==> config.mk <==
export PLATFORM = sky130hd
export DESIGN_NAME = module_status_irq_regs
export DESIGN_NICKNAME = d
export VERILOG_FILES = /design/src/common/reg_pkg.sv /design/src/core/cfg_word.sv /design/src/core/sticky_flags.sv /design/src/core/module_status_irq_regs.sv
export SDC_FILE = /design/constraint.sdc
export NUM_CORES = 1
export LEC_CHECK = 0
export ABC_AREA = 1
export BUFFER_PORTS_ARGS = -buffer_cell sky130_fd_sc_hd__buf_2
export CAP_MARGIN = 0
export CORE_UTILIZATION = 29
export DETAILED_ROUTE_END_ITERATION = 10
export PLACE_DENSITY_LB_ADDON = 0.08
export SYNTH_ARGS = -nofsm -noshare
export SYNTH_HDL_FRONTEND = slang
export SYNTH_HIERARCHICAL = 1
export SYNTH_SLANG_ARGS = --single-unit
==> constraint.sdc <==
create_clock -name mclk_i -period 1.45 [get_ports mclk_i]
set_clock_uncertainty 0.15 [all_clocks]
set_input_delay 0.29 -clock mclk_i [delete_from_list [all_inputs] [get_ports mclk_i]]
set_output_delay 0.29 -clock mclk_i [all_outputs]
set_load 0.05 [all_outputs]
==> src/common/reg_pkg.sv <==
package reg_pkg;

  // register indices on the serial register port
  localparam logic [7:0] OFS_COMMAND = 8'h03;
  localparam logic [7:0] OFS_STREAM = 8'h05;
  localparam logic [7:0] OFS_STATUS = 8'h06;
  localparam logic [7:0] OFS_BIT_RATE = 8'h07;
  localparam logic [7:0] OFS_IRQ_ENABLE = 8'h08;
  localparam logic [7:0] OFS_IRQ_POLICY = 8'h09;
  localparam logic [7:0] OFS_SLEEP = 8'h0a;
  localparam logic [7:0] OFS_PART_CODE = 8'h10;
  localparam logic [7:0] OFS_SW_RELEASE = 8'h11;
  localparam logic [7:0] OFS_TOP_RATE = 8'h12;
  localparam logic [7:0] OFS_FIFO_FILL = 8'he9;

  // status and enable bit positions (shared layout)
  localparam int BIT_CREATED = 0;
  localparam int BIT_ACTIVATED = 1;
  localparam int BIT_DATA_READY = 8;
  localparam int ERR_LSB = 16;
  localparam int ERR_W = 6;
  localparam int ERR_GENERAL = 0;
  localparam int ERR_BAD_CMD = 1;
  localparam int ERR_BAD_MODE = 2;
  localparam int ERR_CREATE = 3;
  localparam int ERR_ACTIVATE = 4;
  localparam int ERR_WRONG_STATE = 5;

  localparam logic [31:0] KEEP_GROUP = 32'h0000_00ff;
  localparam logic [31:0] CLEAR_GROUP = 32'hffff_f000;
  localparam logic [31:0] NO_IRQ = 32'h0000_0000;

  // setting codes
  localparam logic [31:0] STREAM_OFF = 32'h0000_0000;
  localparam logic [31:0] STREAM_ON = 32'h0000_0001;
  localparam logic [31:0] PIN_QUIET = 32'h0000_0000;
  localparam logic [31:0] PIN_FOLLOW = 32'h0000_0001;
  localparam logic [31:0] CMD_CLEAR_STATUS = 32'h0000_0004;

  // reset values
  localparam logic [31:0] BIT_RATE_RESET = 32'h0001_c200;
  localparam logic [31:0] ZERO_RESET = 32'h0000_0000;

  // identity and release defaults, values arbitrary
  localparam logic [31:0] PART_CODE_DEFAULT = 32'h0000_5a3c;
  localparam logic [7:0] REL_MAJOR_DEFAULT = 8'h01;
  localparam logic [7:0] REL_MINOR_DEFAULT = 8'h00;
  localparam logic [7:0] REL_PATCH_DEFAULT = 8'h00;
  localparam logic [31:0] TOP_RATE_DEFAULT = 32'h0003_8400;

endpackage

==> src/core/cfg_word.sv <==
`timescale 1ns/1ps
module cfg_word #(
  parameter logic [31:0] RESET_VALUE = 32'h0000_0000
) (
  input wire logic mclk_i, // clock
  input wire logic reset_n_i, // async reset, active low
  input wire logic load_i, // store data_i this cycle
  input wire logic [31:0] data_i, // value to store
  output logic [31:0] value_o // stored value
);

  always_ff @(posedge mclk_i or negedge reset_n_i) begin
    if (!reset_n_i) begin
      value_o <= RESET_VALUE;
    end else if (load_i) begin
      value_o <= data_i;
    end
  end

endmodule

==> src/core/sticky_flags.sv <==
`timescale 1ns/1ps
module sticky_flags #(
  parameter int WIDTH = 6
) (
  input wire logic mclk_i, // clock
  input wire logic reset_n_i, // async reset, active low
  input wire logic [WIDTH-1:0] set_i, // event pulses
  input wire logic clear_i, // clear all flags
  output logic [WIDTH-1:0] flags_o // sticky flags
);

  // a set in the clear cycle survives the clear
  always_ff @(posedge mclk_i or negedge reset_n_i) begin
    if (!reset_n_i) begin
      flags_o <= '0;
    end else begin
      flags_o <= (flags_o & ~{WIDTH{clear_i}}) | set_i;
    end
  end

endmodule

==> src/core/module_status_irq_regs.sv <==
`timescale 1ns/1ps
module module_status_irq_regs #(
  parameter logic [31:0] PART_CODE = reg_pkg::PART_CODE_DEFAULT,
  parameter logic [7:0] REL_MAJOR = reg_pkg::REL_MAJOR_DEFAULT,
  parameter logic [7:0] REL_MINOR = reg_pkg::REL_MINOR_DEFAULT,
  parameter logic [7:0] REL_PATCH = reg_pkg::REL_PATCH_DEFAULT,
  parameter logic [31:0] TOP_RATE = reg_pkg::TOP_RATE_DEFAULT
) (
  input wire logic mclk_i, // 40 MHz clock
  input wire logic reset_n_i, // async reset, active low
  input wire logic reg_wr_i, // register write strobe
  input wire logic reg_rd_i, // register read strobe
  input wire logic [7:0] reg_addr_i, // register index
  input wire logic [31:0] reg_wdata_i, // write data
  output logic [31:0] reg_rdata_o, // read data
  output logic reg_rvalid_o, // read data valid pulse
  input wire logic buf_rd_i, // host buffer read strobe
  input wire logic access_ok_i, // module state permits access
  input wire logic svc_created_i, // service exists, level
  input wire logic svc_active_i, // service running, level
  input wire logic data_ready_i, // result data waiting, level
  input wire logic err_general_i, // module error pulse
  input wire logic err_bad_cmd_i, // invalid command pulse
  input wire logic err_bad_mode_i, // invalid mode pulse
  input wire logic err_create_i, // create failure pulse
  input wire logic err_activate_i, // activate failure pulse
  input wire logic [31:0] fifo_fill_i, // result buffer fill
  output logic stream_en_o, // serial streaming enabled
  output logic [31:0] serial_bit_rate_o, // selected bit rate
  output logic [31:0] sleep_setting_o, // module sleep setting
  output logic cmd_valid_o, // command pulse
  output logic [31:0] cmd_code_o, // command code
  output logic [31:0] status_o, // live status word
  output logic mcu_int_o // host interrupt pin, active high
);

  localparam int ERR_W_L = reg_pkg::ERR_W;

  logic [31:0] stream_word;
  logic [31:0] irq_enable_bits;
  logic [31:0] irq_pin_policy;
  logic [ERR_W_L-1:0] err_flags;
  logic [31:0] status_word;
  logic [31:0] next_rdata;
  logic [ERR_W_L-1:0] err_set;

  // address decode
  wire hit_cmd = reg_addr_i == reg_pkg::OFS_COMMAND;
  wire hit_stream = reg_addr_i == reg_pkg::OFS_STREAM;
  wire hit_rate = reg_addr_i == reg_pkg::OFS_BIT_RATE;
  wire hit_enable = reg_addr_i == reg_pkg::OFS_IRQ_ENABLE;
  wire hit_policy = reg_addr_i == reg_pkg::OFS_IRQ_POLICY;
  wire hit_sleep = reg_addr_i == reg_pkg::OFS_SLEEP;
  wire hit_rw = hit_stream | hit_rate | hit_enable | hit_policy | hit_sleep;

  // writable settings are only taken in a permitting state
  wire wr_ok = reg_wr_i & access_ok_i;
  wire wr_refused = reg_wr_i & hit_rw & ~access_ok_i;
  wire buf_refused = buf_rd_i & ~access_ok_i;

  // value checks; an out-of-range value is dropped and flagged
  wire stream_val_ok = (reg_wdata_i == reg_pkg::STREAM_OFF) |
                       (reg_wdata_i == reg_pkg::STREAM_ON);
  wire policy_val_ok = (reg_wdata_i == reg_pkg::PIN_QUIET) |
                       (reg_wdata_i == reg_pkg::PIN_FOLLOW);
  // rates above the reported maximum would not be generated reliably
  wire rate_val_ok = (reg_wdata_i != reg_pkg::ZERO_RESET) &
                     (reg_wdata_i <= TOP_RATE);

  wire load_stream = wr_ok & hit_stream & stream_val_ok;
  wire load_rate = wr_ok & hit_rate & rate_val_ok;
  wire load_enable = wr_ok & hit_enable;
  wire load_policy = wr_ok & hit_policy & policy_val_ok;
  wire load_sleep = wr_ok & hit_sleep;

  wire bad_value = wr_ok & ((hit_stream & ~stream_val_ok) |
                            (hit_policy & ~policy_val_ok) |
                            (hit_rate & ~rate_val_ok));

  // commands are accepted in every state
  wire wr_cmd = reg_wr_i & hit_cmd;
  wire clear_status = wr_cmd & (reg_wdata_i == reg_pkg::CMD_CLEAR_STATUS);
  wire pass_cmd = wr_cmd & ~clear_status;

  cfg_word #(
    .RESET_VALUE(reg_pkg::STREAM_OFF)
  ) u_stream (
    .mclk_i(mclk_i),
    .reset_n_i(reset_n_i),
    .load_i(load_stream),
    .data_i(reg_wdata_i),
    .value_o(stream_word)
  );

  cfg_word #(
    .RESET_VALUE(reg_pkg::BIT_RATE_RESET)
  ) u_rate (
    .mclk_i(mclk_i),
    .reset_n_i(reset_n_i),
    .load_i(load_rate),
    .data_i(reg_wdata_i),
    .value_o(serial_bit_rate_o)
  );

  cfg_word #(
    .RESET_VALUE(reg_pkg::NO_IRQ)
  ) u_enable (
    .mclk_i(mclk_i),
    .reset_n_i(reset_n_i),
    .load_i(load_enable),
    .data_i(reg_wdata_i),
    .value_o(irq_enable_bits)
  );

  cfg_word #(
    .RESET_VALUE(reg_pkg::PIN_QUIET)
  ) u_policy (
    .mclk_i(mclk_i),
    .reset_n_i(reset_n_i),
    .load_i(load_policy),
    .data_i(reg_wdata_i),
    .value_o(irq_pin_policy)
  );

  cfg_word #(
    .RESET_VALUE(reg_pkg::ZERO_RESET)
  ) u_sleep (
    .mclk_i(mclk_i),
    .reset_n_i(reset_n_i),
    .load_i(load_sleep),
    .data_i(reg_wdata_i),
    .value_o(sleep_setting_o)
  );

  // error events into the sticky group
  always_comb begin
    err_set = '0;
    err_set[reg_pkg::ERR_GENERAL] = err_general_i;
    err_set[reg_pkg::ERR_BAD_CMD] = err_bad_cmd_i | bad_value;
    err_set[reg_pkg::ERR_BAD_MODE] = err_bad_mode_i;
    err_set[reg_pkg::ERR_CREATE] = err_create_i;
    err_set[reg_pkg::ERR_ACTIVATE] = err_activate_i;
    err_set[reg_pkg::ERR_WRONG_STATE] = wr_refused | buf_refused;
  end

  sticky_flags #(
    .WIDTH(ERR_W_L)
  ) u_errors (
    .mclk_i(mclk_i),
    .reset_n_i(reset_n_i),
    .set_i(err_set),
    .clear_i(clear_status),
    .flags_o(err_flags)
  );

  // low group tracks the live levels and has no clear path
  always_comb begin
    status_word = reg_pkg::ZERO_RESET;
    status_word[reg_pkg::BIT_CREATED] = svc_created_i;
    status_word[reg_pkg::BIT_ACTIVATED] = svc_active_i;
    status_word[reg_pkg::BIT_DATA_READY] = data_ready_i;
    status_word[reg_pkg::ERR_LSB +: ERR_W_L] = err_flags;
  end

  // enable bits share the status layout, so an or-reduce of the masked status suffices
  wire irq_live = |(status_word & irq_enable_bits);
  wire pin_follow = irq_pin_policy == reg_pkg::PIN_FOLLOW;

  wire [31:0] release_word = {8'h00, REL_MAJOR, REL_MINOR, REL_PATCH};

  // read mux; read-only words other than status come from parameters and inputs only
  always_comb begin
    case (reg_addr_i)
      reg_pkg::OFS_STREAM: next_rdata = stream_word;
      reg_pkg::OFS_STATUS: next_rdata = status_word;
      reg_pkg::OFS_BIT_RATE: next_rdata = serial_bit_rate_o;
      reg_pkg::OFS_IRQ_ENABLE: next_rdata = irq_enable_bits;
      reg_pkg::OFS_IRQ_POLICY: next_rdata = irq_pin_policy;
      reg_pkg::OFS_SLEEP: next_rdata = sleep_setting_o;
      reg_pkg::OFS_PART_CODE: next_rdata = PART_CODE;
      reg_pkg::OFS_SW_RELEASE: next_rdata = release_word;
      reg_pkg::OFS_TOP_RATE: next_rdata = TOP_RATE;
      reg_pkg::OFS_FIFO_FILL: next_rdata = fifo_fill_i;
      default: next_rdata = reg_pkg::ZERO_RESET;
    endcase
  end

  always_ff @(posedge mclk_i or negedge reset_n_i) begin
    if (!reset_n_i) begin
      reg_rdata_o <= reg_pkg::ZERO_RESET;
      reg_rvalid_o <= 1'b0;
    end else begin
      reg_rvalid_o <= reg_rd_i;
      if (reg_rd_i) begin
        reg_rdata_o <= next_rdata;
      end
    end
  end

  always_ff @(posedge mclk_i or negedge reset_n_i) begin
    if (!reset_n_i) begin
      stream_en_o <= 1'b0;
      mcu_int_o <= 1'b0;
      status_o <= reg_pkg::ZERO_RESET;
    end else begin
      stream_en_o <= stream_word == reg_pkg::STREAM_ON;
      mcu_int_o <= pin_follow & irq_live;
      status_o <= status_word;
    end
  end

  always_ff @(posedge mclk_i or negedge reset_n_i) begin
    if (!reset_n_i) begin
      cmd_valid_o <= 1'b0;
      cmd_code_o <= reg_pkg::ZERO_RESET;
    end else begin
      cmd_valid_o <= pass_cmd;
      if (pass_cmd) begin
        cmd_code_o <= reg_wdata_i;
      end
    end
  end

endmodule

* Word-level counts from Yosys, hierarchy flattened
Index checks and enable logic that the tools add are counted.
Word-level totals: flip-flop bits (word level) 243
Operators by class: $lt $le $gt $ge 1, eq/ne operators 15, muxes and demuxes 1, bitwise operators 38, reduce and logical (&&, ||, !) cells 3
Operators with widths (count):
- 32-bit one-hot mux with 10 select lines | 1
- 32-bit by 1-bit == test with 1-bit output, second input constant | 3
- 22-bit by 32-bit AND with 32-bit output | 1
- 32-bit by 3-bit == test with 1-bit output, second input constant | 1
- 32-bit by 18-bit less-or-equal comparator with 1-bit output, second input constant | 1
- 32-bit logical NOT | 1
- 32-bit nonzero test | 1
- 32-bit OR reduction | 1
- 8-bit by 3-bit == test with 1-bit output, second input constant | 3
- 8-bit by 4-bit == test with 1-bit output, second input constant | 3
- 8-bit by 5-bit == test with 1-bit output, second input constant | 3
- 1-bit AND | 21
- 1-bit OR | 9
- 8-bit by 2-bit == test with 1-bit output, second input constant | 1
- 8-bit == test, second input constant | 1
- 6-bit AND | 1
- 6-bit inverter | 1
- 6-bit OR | 1
- 1-bit inverter | 4

* Logic depth before layout (Yosys ltp)
depth after elaboration 9, depth in mapped cells 12, depth with buffers taken out 10

* Hierarchy
Netlist, hierarchy kept.
Modules (own cells, without submodules):
- module_status_irq_regs | instances 1, cells an instance 886, area each 5521.5 um2, seq. area each 1926.8 um2
- cfg_word at u_enable ... | instances 4, cells an instance 136, area each 1292.5 um2, seq. area each 800.8 um2
- cfg_word at u_rate | instances 1, cells an instance 136, area each 1297.5 um2, seq. area each 805.8 um2
- sticky_flags | instances 1, cells an instance 25, area each 221.5 um2, seq. area each 150.1 um2

* Worst setup path after synthesis
Ideal clock, no wire load.
kind input-to-reg, from in reg_addr_i[6], to reg u_stream.value_o[5], arrival 1.579 ns, data required time 1.184 ns, setup slack -0.395 ns, stages on the path 11, buffers on the path 3, path through inv_1 -> nand2_1 -> nor2_1 -> buf_2 -> nand2_1 -> nor3_1 -> buf_6 -> inv_8 -> buf_12 -> nand2_2 -> nand2_1
On the way: longest elaborated chain between the ends 3
Ends and longest elaborated chain:
- start, declared | line module_status_irq_regs.sv:13 | input wire logic [7:0] reg_addr_i,
- 8-bit by 3-bit == test with 1-bit output | line module_status_irq_regs.sv:49 | wire hit_stream = reg_addr_i == reg_pkg::OFS_STREAM;
- 1-bit AND (2 in series) | line module_status_irq_regs.sv:70 | wire load_stream = wr_ok & hit_stream & stream_val_ok;
- via load_stream | line module_status_irq_regs.sv:70
- end signal, assigned | line cfg_word.sv:16 | value_o <= data_i;
- end, declared | line cfg_word.sv:9 | output logic [31:0] value_o
The timed path passes the listed nets, and every way through them passes these cells. A chain may end at the register's enable or synchronous reset.

* Final worst setup path
from reg u_rate.value_o[16], to out serial_bit_rate_o[16]
RTL lines:
- start, declared | line cfg_word.sv:9
- start signal, assigned | line cfg_word.sv:16
- end, declared | line module_status_irq_regs.sv:29 | output logic [31:0] serial_bit_rate_o,
No word-level cell between the ends.

==> results.py <==
metrics = {
    "run_status": {
        "outcome": "complete, but fails checks",
        "violations": "setup timing",
    },
    "clocking": {
        "clock_latency_ns": 0.59,
        "cts_buffers": 31,
        "clockRootBuffer": "clkbuf_16",
        "cts_buffer_depth": 3,
        "cts_max_level": 1,
        "cts_tree": "done",
        "clkTransAtPathRegs_ns": 0.06,
        "cts_sinks": 243,
    },
    "floorplanning": {
        "core_area_um2": 41200,
        "num_io_pins": 250,
        "rows": 74,
        "initial_core_util_pct": 29.6,
        "die_w_um": 207,
        "dieHeight_um": 207,
        "die_area_um2": 42900,
    },
    "synth": {
        "muxShareOfSynthArea_pct": 0,
        "ys_seq_elements": 243,
        "synthDominantCellAreaShare_pct": 49.0,
        "synth.largest_area_cell": "dfrtp_1",
        "synth_warnings": 6,
        "synthAdderAreaFrac_pct": 0,
        "yosysSeqAreaShare_pct": 49.8,
        "postSynthAreaPerCell_um2": 7.67,
        "synth_compound_area_share_pct": 0.512,
        "synth_area_leaders": "dfrtp_1 (49%), nand2_1 (23%), nand3_1 (8.4%)",
        "synth_simple_gate_area_share_pct": 39.8,
        "synth_top_family_by_area": "simple AND/OR/NAND/NOR gates",
        "synth_cells": 1591,
        "synth_cell_types": 30,
        "yosys.area_share.xor_xnor_pct": 0,
        "synthesis.area_um2": 12200,
    },
    "critical_path": {
        "ff2ff_path_depth": 7,
        "cp-end-kind": "output pin",
        "cp.required_ns": 1.01,
        "crit_start": "u_rate/value_o[16]",
        "r2r_slack_ns": 0.02,
        "crit_arrival_ns": 1.31,
        "rr_endpoint": "reg_rdata_o[12]",
        "critical_path.max_fanout": 2,
        "path_buf_inv": 1,
        "slowest_delay_ns": 0.58,
        "path_delay_family": "flip-flops",
        "cpMaxStageDelayCell": "dfstp_2",
        "rr_startpoint": "u_sleep/value_o[12]",
        "path_class": "flop to output pin",
        "setup.worst_path.start_class": "flop",
        "worstPathCellList": "buf_8",
    },
    "sta": {
        "setup_viol": 160,
        "fmaxAchievable_mhz": 571,
        "final.period_utilization_pct": 121,
        "whs_ns": 0.0130,
        "setup_ws_ns": -0.302,
        "worstMarginPinSlew_ns": 0.584,
        "tns_ns": -19.40,
        "relSlewSlack_pct": 61.1,
        "finalHoldViolations": 0,
        "rsz0062_at_grt": "true",
        "fin_crit_ns": 1.75,
        "drv_slew": 0,
    },
    "power_and_ir_drop": {
        "p_per_area_nw_per_um2": 886,
        "intPower_mw": 12.3,
        "swShare_pct": 26.7,
        "p_leak_nw": 10.2,
        "pwr-share-seq_pct": 41.4,
        "power_switching_mw": 4.49,
        "power_frac_comb_pct": 11.2,
        "peakVddDrop_uv": 949,
        "p_clk_share_pct": 47.4,
    },
    "min_path": {
        "worst_hold_path_type": "input pin to flop",
        "min_to": "u_policy/value_o[8]",
        "hp-start": "reg_wdata_i[8]",
        "holdPathStages": 4,
    },
    "cells_and_area": {
        "seq_area_um2": 6090,
        "fin_nets": 2185,
        "area_delta_synth_final_pct": 55.3,
        "n_fill_cell": 4161,
        "antenna_cells": 0,
        "drive_gt1_share_pct": 35.6,
        "multi_input_area_um2": 5570,
        "final_core_util_pct": 46.0,
    },
    "drt": {
        "drtAntennaViolNets": 0,
        "dr.pass1.iters": 5,
        "wl_mm": 55.9,
        "wl_per_cell_um": 21.1,
        "drtIter0Drc": 997,
        "vias": 12445,
        "viasPerCell": 4.69,
        "drc": 0,
    },
    "placed_design": {
        "post-place-ws_ns": -0.678,
        "hpwl_mm": 38.8,
        "gp_congestion": 0.830,
        "io_buffers": 226,
    },
    "global_routing": {
        "grt_max_degree": 63,
        "grt_overflow_total": 0,
        "antenna_found_initial": 1,
        "gr-usage-all-layers_pct": 25.0,
        "grt_pass1_wl_mm": 79.7,
        "first_global_vias": 11992,
    },
    "flow_run": {
        "drv_cap": 0,
    },
}
==> cell families after synthesis <==
group	after synthesis
simple gates	1159
flops	243
buf+inv	176
compound gates	12
other cells	1
==> synthesized netlist by cell type <==
cell      number
nand2_2       55
a21oi_1        2
nand2_1      739
nor2_2         3
inv_2          4
buf_1          2
buf_12         5
nand2_4        1
nor4_1        16
nand3b_1       1
clkbuf_8      15
nor4b_4        1
o211ai_1       1
clkinv_1       1
nor3_1         6
nand3_1      205
buf_2         18
o21ai_0        9
dfstp_2        4
clkbuf_1      18
nor2_1       121
nand4_1        9
buf_6         21
conb_1         1
dfrtp_1      239
buf_4         24
nor2b_1        1
inv_8          5
inv_1         63
and3_1         1
==> worst max path at each step <==
stage | to | slack (ns) | cells after the start
floorplan | u_policy/value_o[3] | -0.22 | 10
global placement | reg_rdata_o[5] | -0.70 | 10
detailed placement | u_rate/value_o[20] | -0.68 | 11
CTS | serial_bit_rate_o[16] | -0.33 | 1
global route | serial_bit_rate_o[16] | -0.33 | 1
finish | serial_bit_rate_o[16] | -0.30 | 1
==> routing by layer <==
metal  routed length (um)  GRT usage [%]  vias to the layer above  share of wire, %
li1                     -              -                     5943                 -
met1                26200           36.6                     6008                47
met2                25100           39.1                      424                45
met3                 3370           3.78                       70               6.0
met4                 1300           5.07                        0               2.3
met5                    0              0                        -                 0
==> layout by cell type (no fill, tap or decap), types with 8 or more instances in the layout <==
cell type and instances:
nand2_1 683, dfrtp_1 232, buf_4 229, nand3_1 198, buf_6 152, nand2_2 97, nor2_1 87, buf_2 78
inv_1 56, dlygate4sd3_1 48, clkbuf_16 35, buf_12 31, conb_1 23, nor2_4 19, nor2_2 18, nand2_4 15
buf_8 11, clkbuf_1 10, nand4_1 9, inv_2 8, clkinv_2 8
==> cell type report <==
class / instances / share of cell area (%)
inverters: 73 / 1.90
repair inverters: 2 / 0.211
clock inverters: 11 / 0.706
clock buffers: 47 / 4.72
multi-input cells: 1194 / 29.4
repair buffers: 554 / 27.4
flip-flops and latches: 243 / 32.1
well taps: 532 / 3.51
==> sequential cells by signal, indices dropped and copies added (netlist names) <==
signal / count
status_o: 9
u_policy/value_o: 32
u_stream/value_o: 32
cmd_valid_o: 1
reg_rvalid_o: 1
u_rate/value_o: 32
u_errors/flags_o: 6
u_enable/value_o: 32
mcu_int_o: 1
u_sleep/value_o: 32
stream_en_o: 1
cmd_code_o: 32
reg_rdata_o: 32
==> power by group through the flow <==
stage               logic [mW]  registers [mW]  clock network [mW]
finish                    1.88            6.96                7.97
detailed placement        1.57            7.07                   0
CTS                       1.83            6.96                8.09
global placement          1.56            7.07                   0
floorplan                0.440            7.33                   0
global route              2.00            6.97                8.37
==> timing repair <==
action / 4_1_cts / 5_1_grt
endpoints found under the hold margin: 378 / 6
hold buffers: 47 / 2
gates resized for setup: 320 / 144
setup buffers: 82 / 30
pin swaps: 0 / 47
setup endpoints to repair: 223 / 365
gates cloned: 0 / 6
==> stage by stage <==
| step | area (um2) | total power, mW | instances |
|---|---|---|---|
| final | 19000 | 16.8 | 2656 |
| after global placement | 15000 | 8.63 | 2436 |
| after detailed placement | 15000 | 8.64 | 2436 |
| after CTS | 18100 | 16.9 | 2621 |
| after floorplan | 12500 | 7.77 | 1613 |
| after global routing | 19000 | 17.3 | 2656 |
No activity file was read; power rests on OpenSTA's default activity.
